## config.mk

```make
export PLATFORM = sky130hd
export DESIGN_NAME = igp_ctrl
export DESIGN_NICKNAME = d
export VERILOG_FILES = /design/src/igp_leg.v /design/src/igp_ctrl.v
export VERILOG_INCLUDE_DIRS = /design/src /design/src/pkg
export SDC_FILE = /design/constraint.sdc
export NUM_CORES = 1
export LEC_CHECK = 0
export BUFFER_PORTS_ARGS = -buffer_cell sky130_fd_sc_hd__buf_2
export CORE_ASPECT_RATIO = 1.5
export CORE_MARGIN = 5
export CORE_UTILIZATION = 60
export DETAILED_ROUTE_END_ITERATION = 12
export GPL_TIMING_DRIVEN = 1
export PLACE_DENSITY = 0.89
export SLEW_MARGIN = 25
export SYNTH_ARGS = -nofsm -noshare
export SYNTH_HDL_FRONTEND = slang
export SYNTH_SLANG_ARGS = --single-unit
export TNS_END_PERCENT = 30
```

## constraint.sdc

```tcl
create_clock -name clk_i -period 3.3 [get_ports clk_i]
set_input_delay 0.165 -clock clk_i [delete_from_list [all_inputs] [get_ports clk_i]]
set_output_delay 0.165 -clock clk_i [all_outputs]
set_load 0.02 [all_outputs]
```

## src/pkg/igp_defines.vh

```
// Timing constants for the inverter gate controller.
// Assumes a 100 MHz clock; counts are derived from times in ns.
`ifndef IGP_DEFINES_VH
`define IGP_DEFINES_VH

`define IGP_CLK_PERIOD_NS   10
// Least gap between complementary switches of one leg
`define IGP_GAP_NS          1000
`define IGP_GAP_CYC         ((`IGP_GAP_NS + `IGP_CLK_PERIOD_NS - 1) / `IGP_CLK_PERIOD_NS)
// Least on or off pulse width on any drive input
`define IGP_MINPW_NS        400
`define IGP_MINPW_CYC       ((`IGP_MINPW_NS + `IGP_CLK_PERIOD_NS - 1) / `IGP_CLK_PERIOD_NS)
// Least fault pulse the device produces
`define IGP_FAULT_NS        20000
`define IGP_FAULT_CYC       ((`IGP_FAULT_NS + `IGP_CLK_PERIOD_NS - 1) / `IGP_CLK_PERIOD_NS)
`define IGP_CNT_W           8

`endif

```

## src/igp_leg.v

```verilog
// One phase leg: gap insertion for both drives, least pulse width unless stop_i forces them off.
// Assumes the request inputs are synchronous to clk_i.
`timescale 1ns/10ps
`default_nettype none
`include "igp_defines.vh"

module igp_leg #(
    parameter GAP_CYC   = `IGP_GAP_CYC,
    parameter MINPW_CYC = `IGP_MINPW_CYC
) (
    // Clock and reset
    input  wire       clk_i,
    input  wire       nrst_i,
    input  wire       en_i,
    // Requests
    input  wire       high_req_i,
    input  wire       low_req_i,
    input  wire       stop_i,
    // Drives
    output reg        high_drive_o,
    output reg        low_drive_o
);
    // Counts must fit the counter width; higher bits are cut off
    localparam [`IGP_CNT_W-1:0] GAP_C = GAP_CYC[`IGP_CNT_W-1:0];
    localparam [`IGP_CNT_W-1:0] PW_C  = MINPW_CYC[`IGP_CNT_W-1:0];

    reg [`IGP_CNT_W-1:0] gap_cnt;
    reg [`IGP_CNT_W-1:0] hold_cnt;
    reg                  want_high;
    reg                  want_low;

    // Both requested together is treated as both off
    always @* begin
        want_high = high_req_i & ~low_req_i & ~stop_i;
        want_low  = low_req_i & ~high_req_i & ~stop_i;
    end

    always @(posedge clk_i or negedge nrst_i) begin
        if (!nrst_i) begin
            high_drive_o <= 1'b0;
            low_drive_o  <= 1'b0;
            gap_cnt      <= {`IGP_CNT_W{1'b0}};
            hold_cnt     <= {`IGP_CNT_W{1'b0}};
        end else if (en_i) begin
            if (hold_cnt != {`IGP_CNT_W{1'b0}})
                hold_cnt <= hold_cnt - 8'h01;
            if (gap_cnt != {`IGP_CNT_W{1'b0}})
                gap_cnt <= gap_cnt - 8'h01;
            if (stop_i) begin
                if (high_drive_o | low_drive_o)
                    gap_cnt <= GAP_C;
                high_drive_o <= 1'b0;
                low_drive_o  <= 1'b0;
            end else if (hold_cnt == {`IGP_CNT_W{1'b0}}) begin
                if (high_drive_o != want_high && !low_drive_o) begin
                    if (!want_high || gap_cnt == {`IGP_CNT_W{1'b0}}) begin
                        high_drive_o <= want_high;
                        hold_cnt     <= PW_C;
                        if (!want_high)
                            gap_cnt <= GAP_C;
                    end
                end else if (low_drive_o != want_low && !high_drive_o) begin
                    if (!want_low || gap_cnt == {`IGP_CNT_W{1'b0}}) begin
                        low_drive_o <= want_low;
                        hold_cnt    <= PW_C;
                        if (!want_low)
                            gap_cnt <= GAP_C;
                    end
                end else if (high_drive_o && !want_high) begin
                    high_drive_o <= 1'b0;
                    hold_cnt     <= PW_C;
                    gap_cnt      <= GAP_C;
                end else if (low_drive_o && !want_low) begin
                    low_drive_o <= 1'b0;
                    hold_cnt    <= PW_C;
                    gap_cnt     <= GAP_C;
                end
            end
        end
    end
endmodule // igp_leg

`default_nettype wire

```

## src/igp_ctrl.v

```verilog
// Host-side drive controller for a three-phase inverter gate module.
// Assumes fault and temperature inputs are synchronous to clk_i.
// The open-drain fault pin is inverted to active high outside.
// Holding fault_clear_i high is allowed; a live fault still stops.
//
// Functional notes
// - Controller stops inputs when too hot.
// - Controller keeps 1us gap between complements.
// - Controller keeps pulses at least 0.4us, except on pulses cut short by a stop.
// - Drive inputs active high, low means off.
`timescale 1ns/10ps
`default_nettype none
`include "igp_defines.vh"

module igp_ctrl #(
    parameter GAP_CYC   = `IGP_GAP_CYC,
    parameter MINPW_CYC = `IGP_MINPW_CYC
) (
    // Clock, reset, enable
    input  wire       clk_i,
    input  wire       nrst_i,
    input  wire       en_i,
    // PWM requests, bit 0 U, 1 V, 2 W
    input  wire [2:0] high_req_i,
    input  wire [2:0] low_req_i,
    // Module feedback
    input  wire       fault_signal_i,
    input  wire       temp_over_limit_i,
    input  wire       fault_clear_i,
    // Drive pins
    output wire       phase_u_high_drive_o,
    output wire       phase_v_high_drive_o,
    output wire       phase_w_high_drive_o,
    output wire       phase_u_low_drive_o,
    output wire       phase_v_low_drive_o,
    output wire       phase_w_low_drive_o,
    // Status
    output reg        fault_latched_o,
    output reg        stopped_o
);
    // ****************************************
    // Declarations
    // ****************************************
    // Why the legs are stopped; only RUN lets them drive
    localparam [1:0] ST_RUN  = 2'h0;
    localparam [1:0] ST_TRIP = 2'h1;
    localparam [1:0] ST_HELD = 2'h2;
    localparam [1:0] ST_HOT  = 2'h3;

    wire [2:0] high_drive;
    wire [2:0] low_drive;
    wire [2:0] leg_stop;
    reg  [1:0] state;
    reg  [1:0] next_state;
    reg        next_fault_latched;
    reg        next_stopped;

    // ****************************************
    // Stop state machine
    // ****************************************
    // A live fault beats a clear, so a fresh fault is never lost.
    // Clearing while the pin is still high has no effect.
    always @* begin
        next_state = state;
        case (state)
            ST_RUN: begin
                if (fault_signal_i) begin
                    next_state = ST_TRIP;
                end else if (temp_over_limit_i) begin
                    next_state = ST_HOT;
                end else begin
                    next_state = ST_RUN;
                end
            end
            // Fault pin still high
            ST_TRIP: begin
                if (fault_signal_i) begin
                    next_state = ST_TRIP;
                end else if (!fault_clear_i) begin
                    next_state = ST_HELD;
                end else if (temp_over_limit_i) begin
                    next_state = ST_HOT;
                end else begin
                    next_state = ST_RUN;
                end
            end
            // Pin released, waiting for a clear
            ST_HELD: begin
                if (fault_signal_i) begin
                    next_state = ST_TRIP;
                end else if (!fault_clear_i) begin
                    next_state = ST_HELD;
                end else if (temp_over_limit_i) begin
                    next_state = ST_HOT;
                end else begin
                    next_state = ST_RUN;
                end
            end
            // Own thermal limit only, nothing latched
            ST_HOT: begin
                if (fault_signal_i) begin
                    next_state = ST_TRIP;
                end else if (temp_over_limit_i) begin
                    next_state = ST_HOT;
                end else begin
                    next_state = ST_RUN;
                end
            end
            default: begin
                next_state = ST_TRIP;
            end
        endcase
    end

    // latch held until the fault pin drops and a clear is seen; over-temperature alone latches nothing
    always @* begin
        case (next_state)
            ST_TRIP: begin
                next_fault_latched = 1'b1;
                next_stopped       = 1'b1;
            end
            ST_HELD: begin
                next_fault_latched = 1'b1;
                next_stopped       = 1'b1;
            end
            ST_HOT: begin
                next_fault_latched = 1'b0;
                next_stopped       = 1'b1;
            end
            ST_RUN: begin
                next_fault_latched = 1'b0;
                next_stopped       = 1'b0;
            end
            // Unknown code stops the legs
            default: begin
                next_fault_latched = 1'b1;
                next_stopped       = 1'b1;
            end
        endcase
    end

    // Status outputs come straight from flip-flops
    always @(posedge clk_i or negedge nrst_i) begin
        if (!nrst_i) begin
            state           <= ST_RUN;
            fault_latched_o <= 1'b0;
            stopped_o       <= 1'b0;
        end else if (en_i) begin
            state           <= next_state;
            fault_latched_o <= next_fault_latched;
            stopped_o       <= next_stopped;
        end
    end

    // ****************************************
    // Phase legs with re-arm
    // ****************************************
    genvar g;
    generate
        for (g = 0; g < 3; g = g + 1) begin : g_leg
            wire leg_idle;
            reg  leg_armed;

            // Both requests low counts as idle
            assign leg_idle = ~(high_req_i[g] | low_req_i[g]);

            always @(posedge clk_i or negedge nrst_i) begin
                if (!nrst_i) begin
                    leg_armed <= 1'b1;
                end else if (en_i) begin
                    if (stopped_o) begin
                        leg_armed <= 1'b0;
                    end else if (leg_idle) begin
                        leg_armed <= 1'b1;
                    end
                end
            end

            // stopped or unarmed leg forced off
            assign leg_stop[g] = stopped_o | ~leg_armed;

            igp_leg #(
                .GAP_CYC   (GAP_CYC),
                .MINPW_CYC (MINPW_CYC)
            ) u_leg (
                .clk_i        (clk_i),
                .nrst_i       (nrst_i),
                .en_i         (en_i),
                .high_req_i   (high_req_i[g]),
                .low_req_i    (low_req_i[g]),
                .stop_i       (leg_stop[g]),
                .high_drive_o (high_drive[g]),
                .low_drive_o  (low_drive[g])
            );
        end
    endgenerate

    // ****************************************
    // Drive pins
    // ****************************************
    // high means switch on
    assign phase_u_high_drive_o = high_drive[0];
    assign phase_v_high_drive_o = high_drive[1];
    assign phase_w_high_drive_o = high_drive[2];
    assign phase_u_low_drive_o  = low_drive[0];
    assign phase_v_low_drive_o  = low_drive[1];
    assign phase_w_low_drive_o  = low_drive[2];
endmodule // igp_ctrl

`default_nettype wire

```

Yosys cells after proc, flatten, opt, wreduce, memory -nomap -nowiden
Index checks and enable logic that the tools add are counted.
Cells by class
  $add $sub $neg: 6
  multipliers: 0
  div/mod/pow operators: 0
  $lt $le $gt $ge: 0
  eq/ne operators: 30
  shifts and indexed selects: 0
  multiplexer cells: 115
  bitwise logic cells: 33
  reductions and logical operators: 67
Operators by type and width (number)
  $mux W8: 63
  $logic_not A8 Y1: 6
  $reduce_bool A8 Y1: 6
  $sub A8 B1 Y8 const B: 6
  $mux W1: 45
  $ne A3 B1 Y1 const B: 6
  $ne A3 B2 Y1 const B: 6
  $reduce_and A6 Y1: 3
  $reduce_bool A3 Y1: 6
  $reduce_and A5 Y1: 3
  $and A1 B1 Y1: 12
  $logic_and A1 B1 Y1: 12
  $logic_not A1 Y1: 12
  $not A1 Y1: 12
  $or A1 B1 Y1: 9
  $eq A2 B2 Y1 const B: 4
  $mux W2: 4
  $reduce_or A2 Y1: 4
  $logic_or A1 B1 Y1: 6
  $ne A1 B1 Y1: 6
  $ne A2 B1 Y1 const B: 3
  $ne A2 B2 Y1 const B: 3
  $reduce_and A2 Y1: 3
  $reduce_bool A2 Y1: 3
  5 further kinds: 8
Word-level totals
  register bits: 61
  latch bits: 0
  RAM bits: 0
  memory bits (read-only): 0
  bits of input ports: 12
  output and inout port bits: 8
  memories kept: 0

Depth between registers and ports, before layout
  depth in word-level cells: 12
  mapped depth: 9
  gate-level depth less buffers: 8

Hierarchy
A second synthesis with hierarchy kept.
Unflattened totals
  cells, all modules: 447
  area, all modules: 4107.7 um2
By module, submodules not included
  igp_leg (g_leg[0].u_leg): instances 1, cells an instance 139, area an instance 1270.0 um2, seq. area each 450.4 um2
  igp_leg (g_leg[1].u_leg): instances 1, cells an instance 134, area an instance 1244.9 um2, seq. area each 450.4 um2
  igp_leg (g_leg[2].u_leg): instances 1, cells an instance 136, area an instance 1227.4 um2, seq. area each 450.4 um2
  igp_ctrl: instances 1, cells an instance 38, area an instance 365.4 um2, seq. area each 178.9 um2

Least setup slack after synthesis
OpenSTA, ideal clock, no wires.
  path type: register -> register
  from: reg stopped_o
  to: reg g_leg[0].u_leg.gap_cnt[5]
  setup time: 121 ps
  arrival time: 2847 ps
  required time: 3179 ps
  setup slack: 332 ps
  cell stages (with the launch flop): 10
  path buffers: 1
  cell sequence: dfrtp_1 clkbuf_1 nand2b_1 or3b_2 ha_1 nor4b_1 nor4_1 o21ai_1 o311ai_1 a22o_1
Between the ends
  word-level cells in the longest chain between the ends: 11
  elaborated cells between the ends (all ways): 24
  those cells by class: eq/ne: 2; mux: 10; bitwise: 4; reduce/logical: 8
Ends and longest elaborated chain
  start: declaration: RTL line igp_ctrl.v:39  | output reg stopped_o
  start signal: assignment: RTL line igp_ctrl.v:151  | stopped_o <= next_stopped;
  $or A1 B1 Y1 (*): RTL line igp_ctrl.v:180  | assign leg_stop[g] = stopped_o | ~leg_armed;
  $not A1 Y1: RTL line igp_leg.v:34, igp_leg.v:35
  $and A1 B1 Y1: RTL line igp_leg.v:35  | want_low = low_req_i & ~high_req_i & ~stop_i;
  $logic_not A1 Y1: RTL line igp_leg.v:63, igp_leg.v:73
  $logic_and A1 B1 Y1: RTL line igp_leg.v:73  | end else if (low_drive_o && !want_low) begin
  $mux W8: RTL line igp_leg.v:73
  $mux W8: RTL line igp_leg.v:69  | end else if (high_drive_o && !want_high) begin
  $mux W8: RTL line igp_leg.v:62  | end else if (low_drive_o != want_low && !high_drive_o) begin
  $mux W8: RTL line igp_leg.v:55  | if (high_drive_o != want_high && !low_drive_o) begin
  $mux W8: RTL line igp_leg.v:54  | end else if (hold_cnt == {`IGP_CNT_W{1'b0}}) begin
  $mux W8 (*): RTL line igp_leg.v:49  | if (stop_i) begin
  end signal: assignment: RTL line igp_leg.v:42  | gap_cnt <= {`IGP_CNT_W{1'b0}};
  end signal: assignment: RTL line igp_leg.v:48  | gap_cnt <= gap_cnt - 8'h01;
  end: declaration: RTL line igp_leg.v:27  | reg [`IGP_CNT_W-1:0] gap_cnt;
Every way passes the cells marked *; elsewhere a longest branch is shown, timed or not.
A chain may end at the register's enable or synchronous reset.

Worst setup path in the final report
  from: reg g_leg[0].leg_armed
  to: reg g_leg[0].u_leg.gap_cnt[5]
Between the ends
  word-level cells in the longest chain between the ends: 12
  elaborated cells between the ends (all ways): 25
  those cells by class: eq/ne: 2; mux: 10; bitwise: 5; reduce/logical: 8
Ends and longest elaborated chain
  start: declaration: RTL line igp_ctrl.v:162  | reg leg_armed;
  start signal: assignment: RTL line igp_ctrl.v:169  | leg_armed <= 1'b1;
  start signal: assignment: RTL line igp_ctrl.v:172  | leg_armed <= 1'b0;
  start signal: assignment: RTL line igp_ctrl.v:174  | leg_armed <= 1'b1;
  $not A1 Y1 (*): RTL line igp_ctrl.v:180
  $or A1 B1 Y1 (*): RTL line igp_ctrl.v:180
  $not A1 Y1: RTL line igp_leg.v:34, igp_leg.v:35
  $and A1 B1 Y1: RTL line igp_leg.v:35
  $logic_not A1 Y1: RTL line igp_leg.v:63, igp_leg.v:73
  $logic_and A1 B1 Y1: RTL line igp_leg.v:73
  $mux W8: RTL line igp_leg.v:73
  $mux W8: RTL line igp_leg.v:69
  $mux W8: RTL line igp_leg.v:62
  $mux W8: RTL line igp_leg.v:55
  $mux W8: RTL line igp_leg.v:54
  $mux W8 (*): RTL line igp_leg.v:49
Marks and branches as above.

==> results.cfg <==
[yosys]
netlist.top_cell.by_area = sky130_fd_sc_hd__dfrtp_1
postSynthAreaPerCell_um2 = 9.059
synth.yosys.seq_area_share_pct = 39.75
post-synth-top-area-fraction_pct = 37.70
syn_nets = 456
edff_count_synth = 0
netlist-cell-type-count = 66
syn_inst = 425
ys_seq_elements = 61
synthArstFlopShare_pct = 100.0
ys_top_cells_by_area = sky130_fd_sc_hd__dfrtp_1 38%, sky130_fd_sc_hd__ha_1 6.2%, sky130_fd_sc_hd__nand2_1 4.0%
area_of_the_mapped_netlist_mm2 = 0.003850
yosys_warnings = 0
ys.flop_type = sky130_fd_sc_hd__dfrtp_1

[placed_design]
cell_count_post_placement = 510
port_buffers = 19
place_congestion = 0.9019
setup_ws_pre_cts_ps = 246.5
detailed_place_hpwl_um = 6160
placed_cell_area_mm2 = 0.004023

[final_layout]
synthToLayoutAreaGrowth_pct = 10.95
sequential_cell_area_mm2 = 0.001530
final_std_cells_w_o_fill = 527
multi_input_area_mm2 = 0.002188
final_cell_area_mm2 = 0.004272
number_of_fillers_in_the_final_layout = 459
drive_gt1_share_pct = 14.13
final_nets = 479
antenna_cells = 0

[sta]
grt_setup_unrepaired = false
final_clock_skew_ps = 14.96
setup_violations = 0
fmax_ghz = 0.3244
hold_viol = 0
whs_ps = 145.9
layout_setup_ws_ps = 217.3
slew_viol_final = 0
finalCriticalPeriod_ps = 3083
timing.slew.headroom_pct = 49.82
fin_crit_sh_pct = 93.41
final.setup.tns_ps = 0
tightest_slew_ps = 744.8

[setup_path]
criticalPathCategory = register to register
crit_start = g_leg[0].leg_armed$_DFFE_PN1P_
critPathTopFamily = simple AND/OR/NAND/NOR gates
startpoint_type = register
timing.critical_path.to_type = register
worst-path-stages = 8
r2r_end = g_leg[0].u_leg.gap_cnt[5]$_DFFE_PN0P_
cp_max_fo = 6
regToRegSetupSlack_ps = 220
timing.rr.start = g_leg[0].leg_armed$_DFFE_PN1P_
slowest_delay_ps = 570
slowest_stage = sky130_fd_sc_hd__nor4b_1
cp-endpoint = g_leg[0].u_leg.gap_cnt[5]$_DFFE_PN0P_
path_cells = nand2b_1, or3b_2, ha_1, nor4b_1, nor4_1, o21ai_1, o311ai_1, a22o_1
critical_path_arrival_ps = 3330
r2r_cells = 8
required_ps = 3550
critPathBufInv = 0

[detailed_routing]
drt_pass1_iterations = 5
antenna_left = 0
route.detailed.drc = 0
post_drt_wl_per_cell_um = 17.15
post_drt_via_cell_ratio = 6.522
route.vias.total = 3437
drt-total-wl_um = 9038
drt_iter0_markers = 305

[global_routing]
grt_pass1_wl_um = 15650
gr-usage-all-layers_pct = 24.77
maximum_number_of_pins_on_one_net_before_global_route_repair = 36
grt_antenna_before_repair = 0
first_global_vias = 3550
gr-total-overflow = 0

[pwr]
power_density_mw_per_mm2 = 722.9
power.static_leakage_nw = 1.786
worst_vdd_drop_v = 0.0004430

[floorplan]
die_h_um = 108.1
row_count = 35
fp.dieArea_mm2 = 0.008152
core_mm2 = 0.006218
num_io_pins = 20
die_width_um = 75.41
initial_util_pct = 61.91

[cts]
clk_path_buf_depth = 2
cts_buffers = 9
cts_tree = done
post_cts.resized_instances = 0
clk_root_buffer_cell = sky130_fd_sc_hd__clkbuf_8
cts-htree-levels = 3
clk_transition_reported_paths_ps = 70
clk_latency_ps = 360
clkSinkCount = 61
setup_repair_bufs_after_cts = 0

[hold_path]
worst_hold_path.num_cells = 4
hold_path_class = input pin to register

[flow_run]
maxCapViolCount = 0

[run_status]
run_status = completed
cell usage in the layout, fill, tap and decap left out, drive strengths merged, types with 5 or more instances in the layout:
master	synthesis	final
nand3	17	17
nand3b	6	6
nand2	41	41
inv	23	23
a21oi	26	26
mux2	5	5
nor3	17	17
o41ai	7	7
dfrtp	58	58
or4b	5	5
nor2b	11	11
a22o	12	12
nor2	33	33
nand2b	7	7
ha	19	19
a31oi	5	5
o21ai	31	31
clkbuf	11	10
nor4	7	7
or3	11	11
o31ai	5	5
buf	1	23
cell type report:
class / count / area share (%)
clock buffers: 10 / 2.988
clock inverters: 6 / 2.607
inverters: 23 / 2.021
multi-input cells: 329 / 51.23
flip-flops and latches: 61 / 35.82
well taps: 74 / 2.168
repair buffers: 24 / 3.163
cells by family after synthesis:
family | count (synthesis) | synth area share (%)
muxes | 8 | 2.242
adders and majority gates | 19 | 6.175
and+or+nand+nor | 181 | 26.88
xor gates and xnor gates | 3 | 0.6826
AOI/OAI and AO/OA | 118 | 20.86
buffers and inverters | 35 | 3.412
DFF | 61 | 39.75
metrics by stage:
stage / utilization [%] / power, mW
2_1_floorplan: - / 1.993
4_1_cts: 68.69 / 3.082
5_1_grt: 68.69 / 3.296
6_report: 68.69 / 3.088
3_3_place_gp: 64.69 / 2.181
3_5_place_dp: 64.69 / 2.251
sequential cells by signal, summed over array words and instances (netlist names):
register and flops:
g_leg.u_leg.high_drive_o 3, g_leg.u_leg.hold_cnt 24, g_leg.u_leg.low_drive_o 3, g_leg.leg_armed 3, state 2, stopped_o 1
fault_latched_o 1, g_leg.u_leg.gap_cnt 24
Yosys cell counts (all sizes together) (4+ instances only):
cell type  number
or4b            5
ha             19
nor4            7
o21ai          31
a21oi          26
or3            11
nand3b          6
nand2b          7
mux2            5
nor3           17
a22o           12
o31ai           5
dfrtp          58
nor4b           4
nor2           33
clkbuf         11
nor3b           4
inv            23
nand3          17
nor2b          11
o2bb2ai         4
nand2          41
o41ai           7
a31oi           5
timing repair:
action | in CTS | in global routing
hold buffers | 1 | 0
hold endpoints to repair | 30 | 0
setup endpoints to repair | 0 | 0
worst register-to-register path: cells and delay by family, from the launching register on:
| kind | cells | cell delay, ps |
|---|---|---|
| flops | 1 | 540 |
| fa+ha+maj | 1 | 340 |
| compound gates | 3 | 710 |
| simple gates | 4 | 1400 |
worst min path at each step:
stage | from | endpoint | slack [ps]
floorplan | nrst_i | fault_latched_o$_DFFE_PN0P_ | -130
global placement | nrst_i | g_leg[0].u_leg.hold_cnt[7]$_DFFE_PN0P_ | 250
detailed placement | nrst_i | g_leg[0].u_leg.hold_cnt[2]$_DFFE_PN0P_ | 280
CTS | high_req_i[0] | g_leg[0].leg_armed$_DFFE_PN1P_ | 140
global route | fault_signal_i | state[1]$_DFFE_PN0P_ | 160
finish | high_req_i[0] | g_leg[0].leg_armed$_DFFE_PN1P_ | 150
routing by layer:
| layer | vias to the layer above | track usage, % | share of wire (%) |
|---|---|---|---|
| li1 | 1630 | - | - |
| met1 | 1681 | 29.15 | 41 |
| met2 | 103 | 41.35 | 52 |
| met3 | 23 | 5.116 | 4.2 |
| met4 | 0 | 13.00 | 2.7 |
| met5 | - | 0 | 0 |
power by group:
part / switching [mW] / total [mW] / leakage [nW] / internal [mW]
combinational: 0.500 / 0.941 / 0.934 / 0.441
sequential: 0.315 / 1.33 / 0.736 / 1.02
clock: 0.315 / 0.817 / 0.116 / 0.502
No activity file was read; power rests on OpenSTA's default activity.
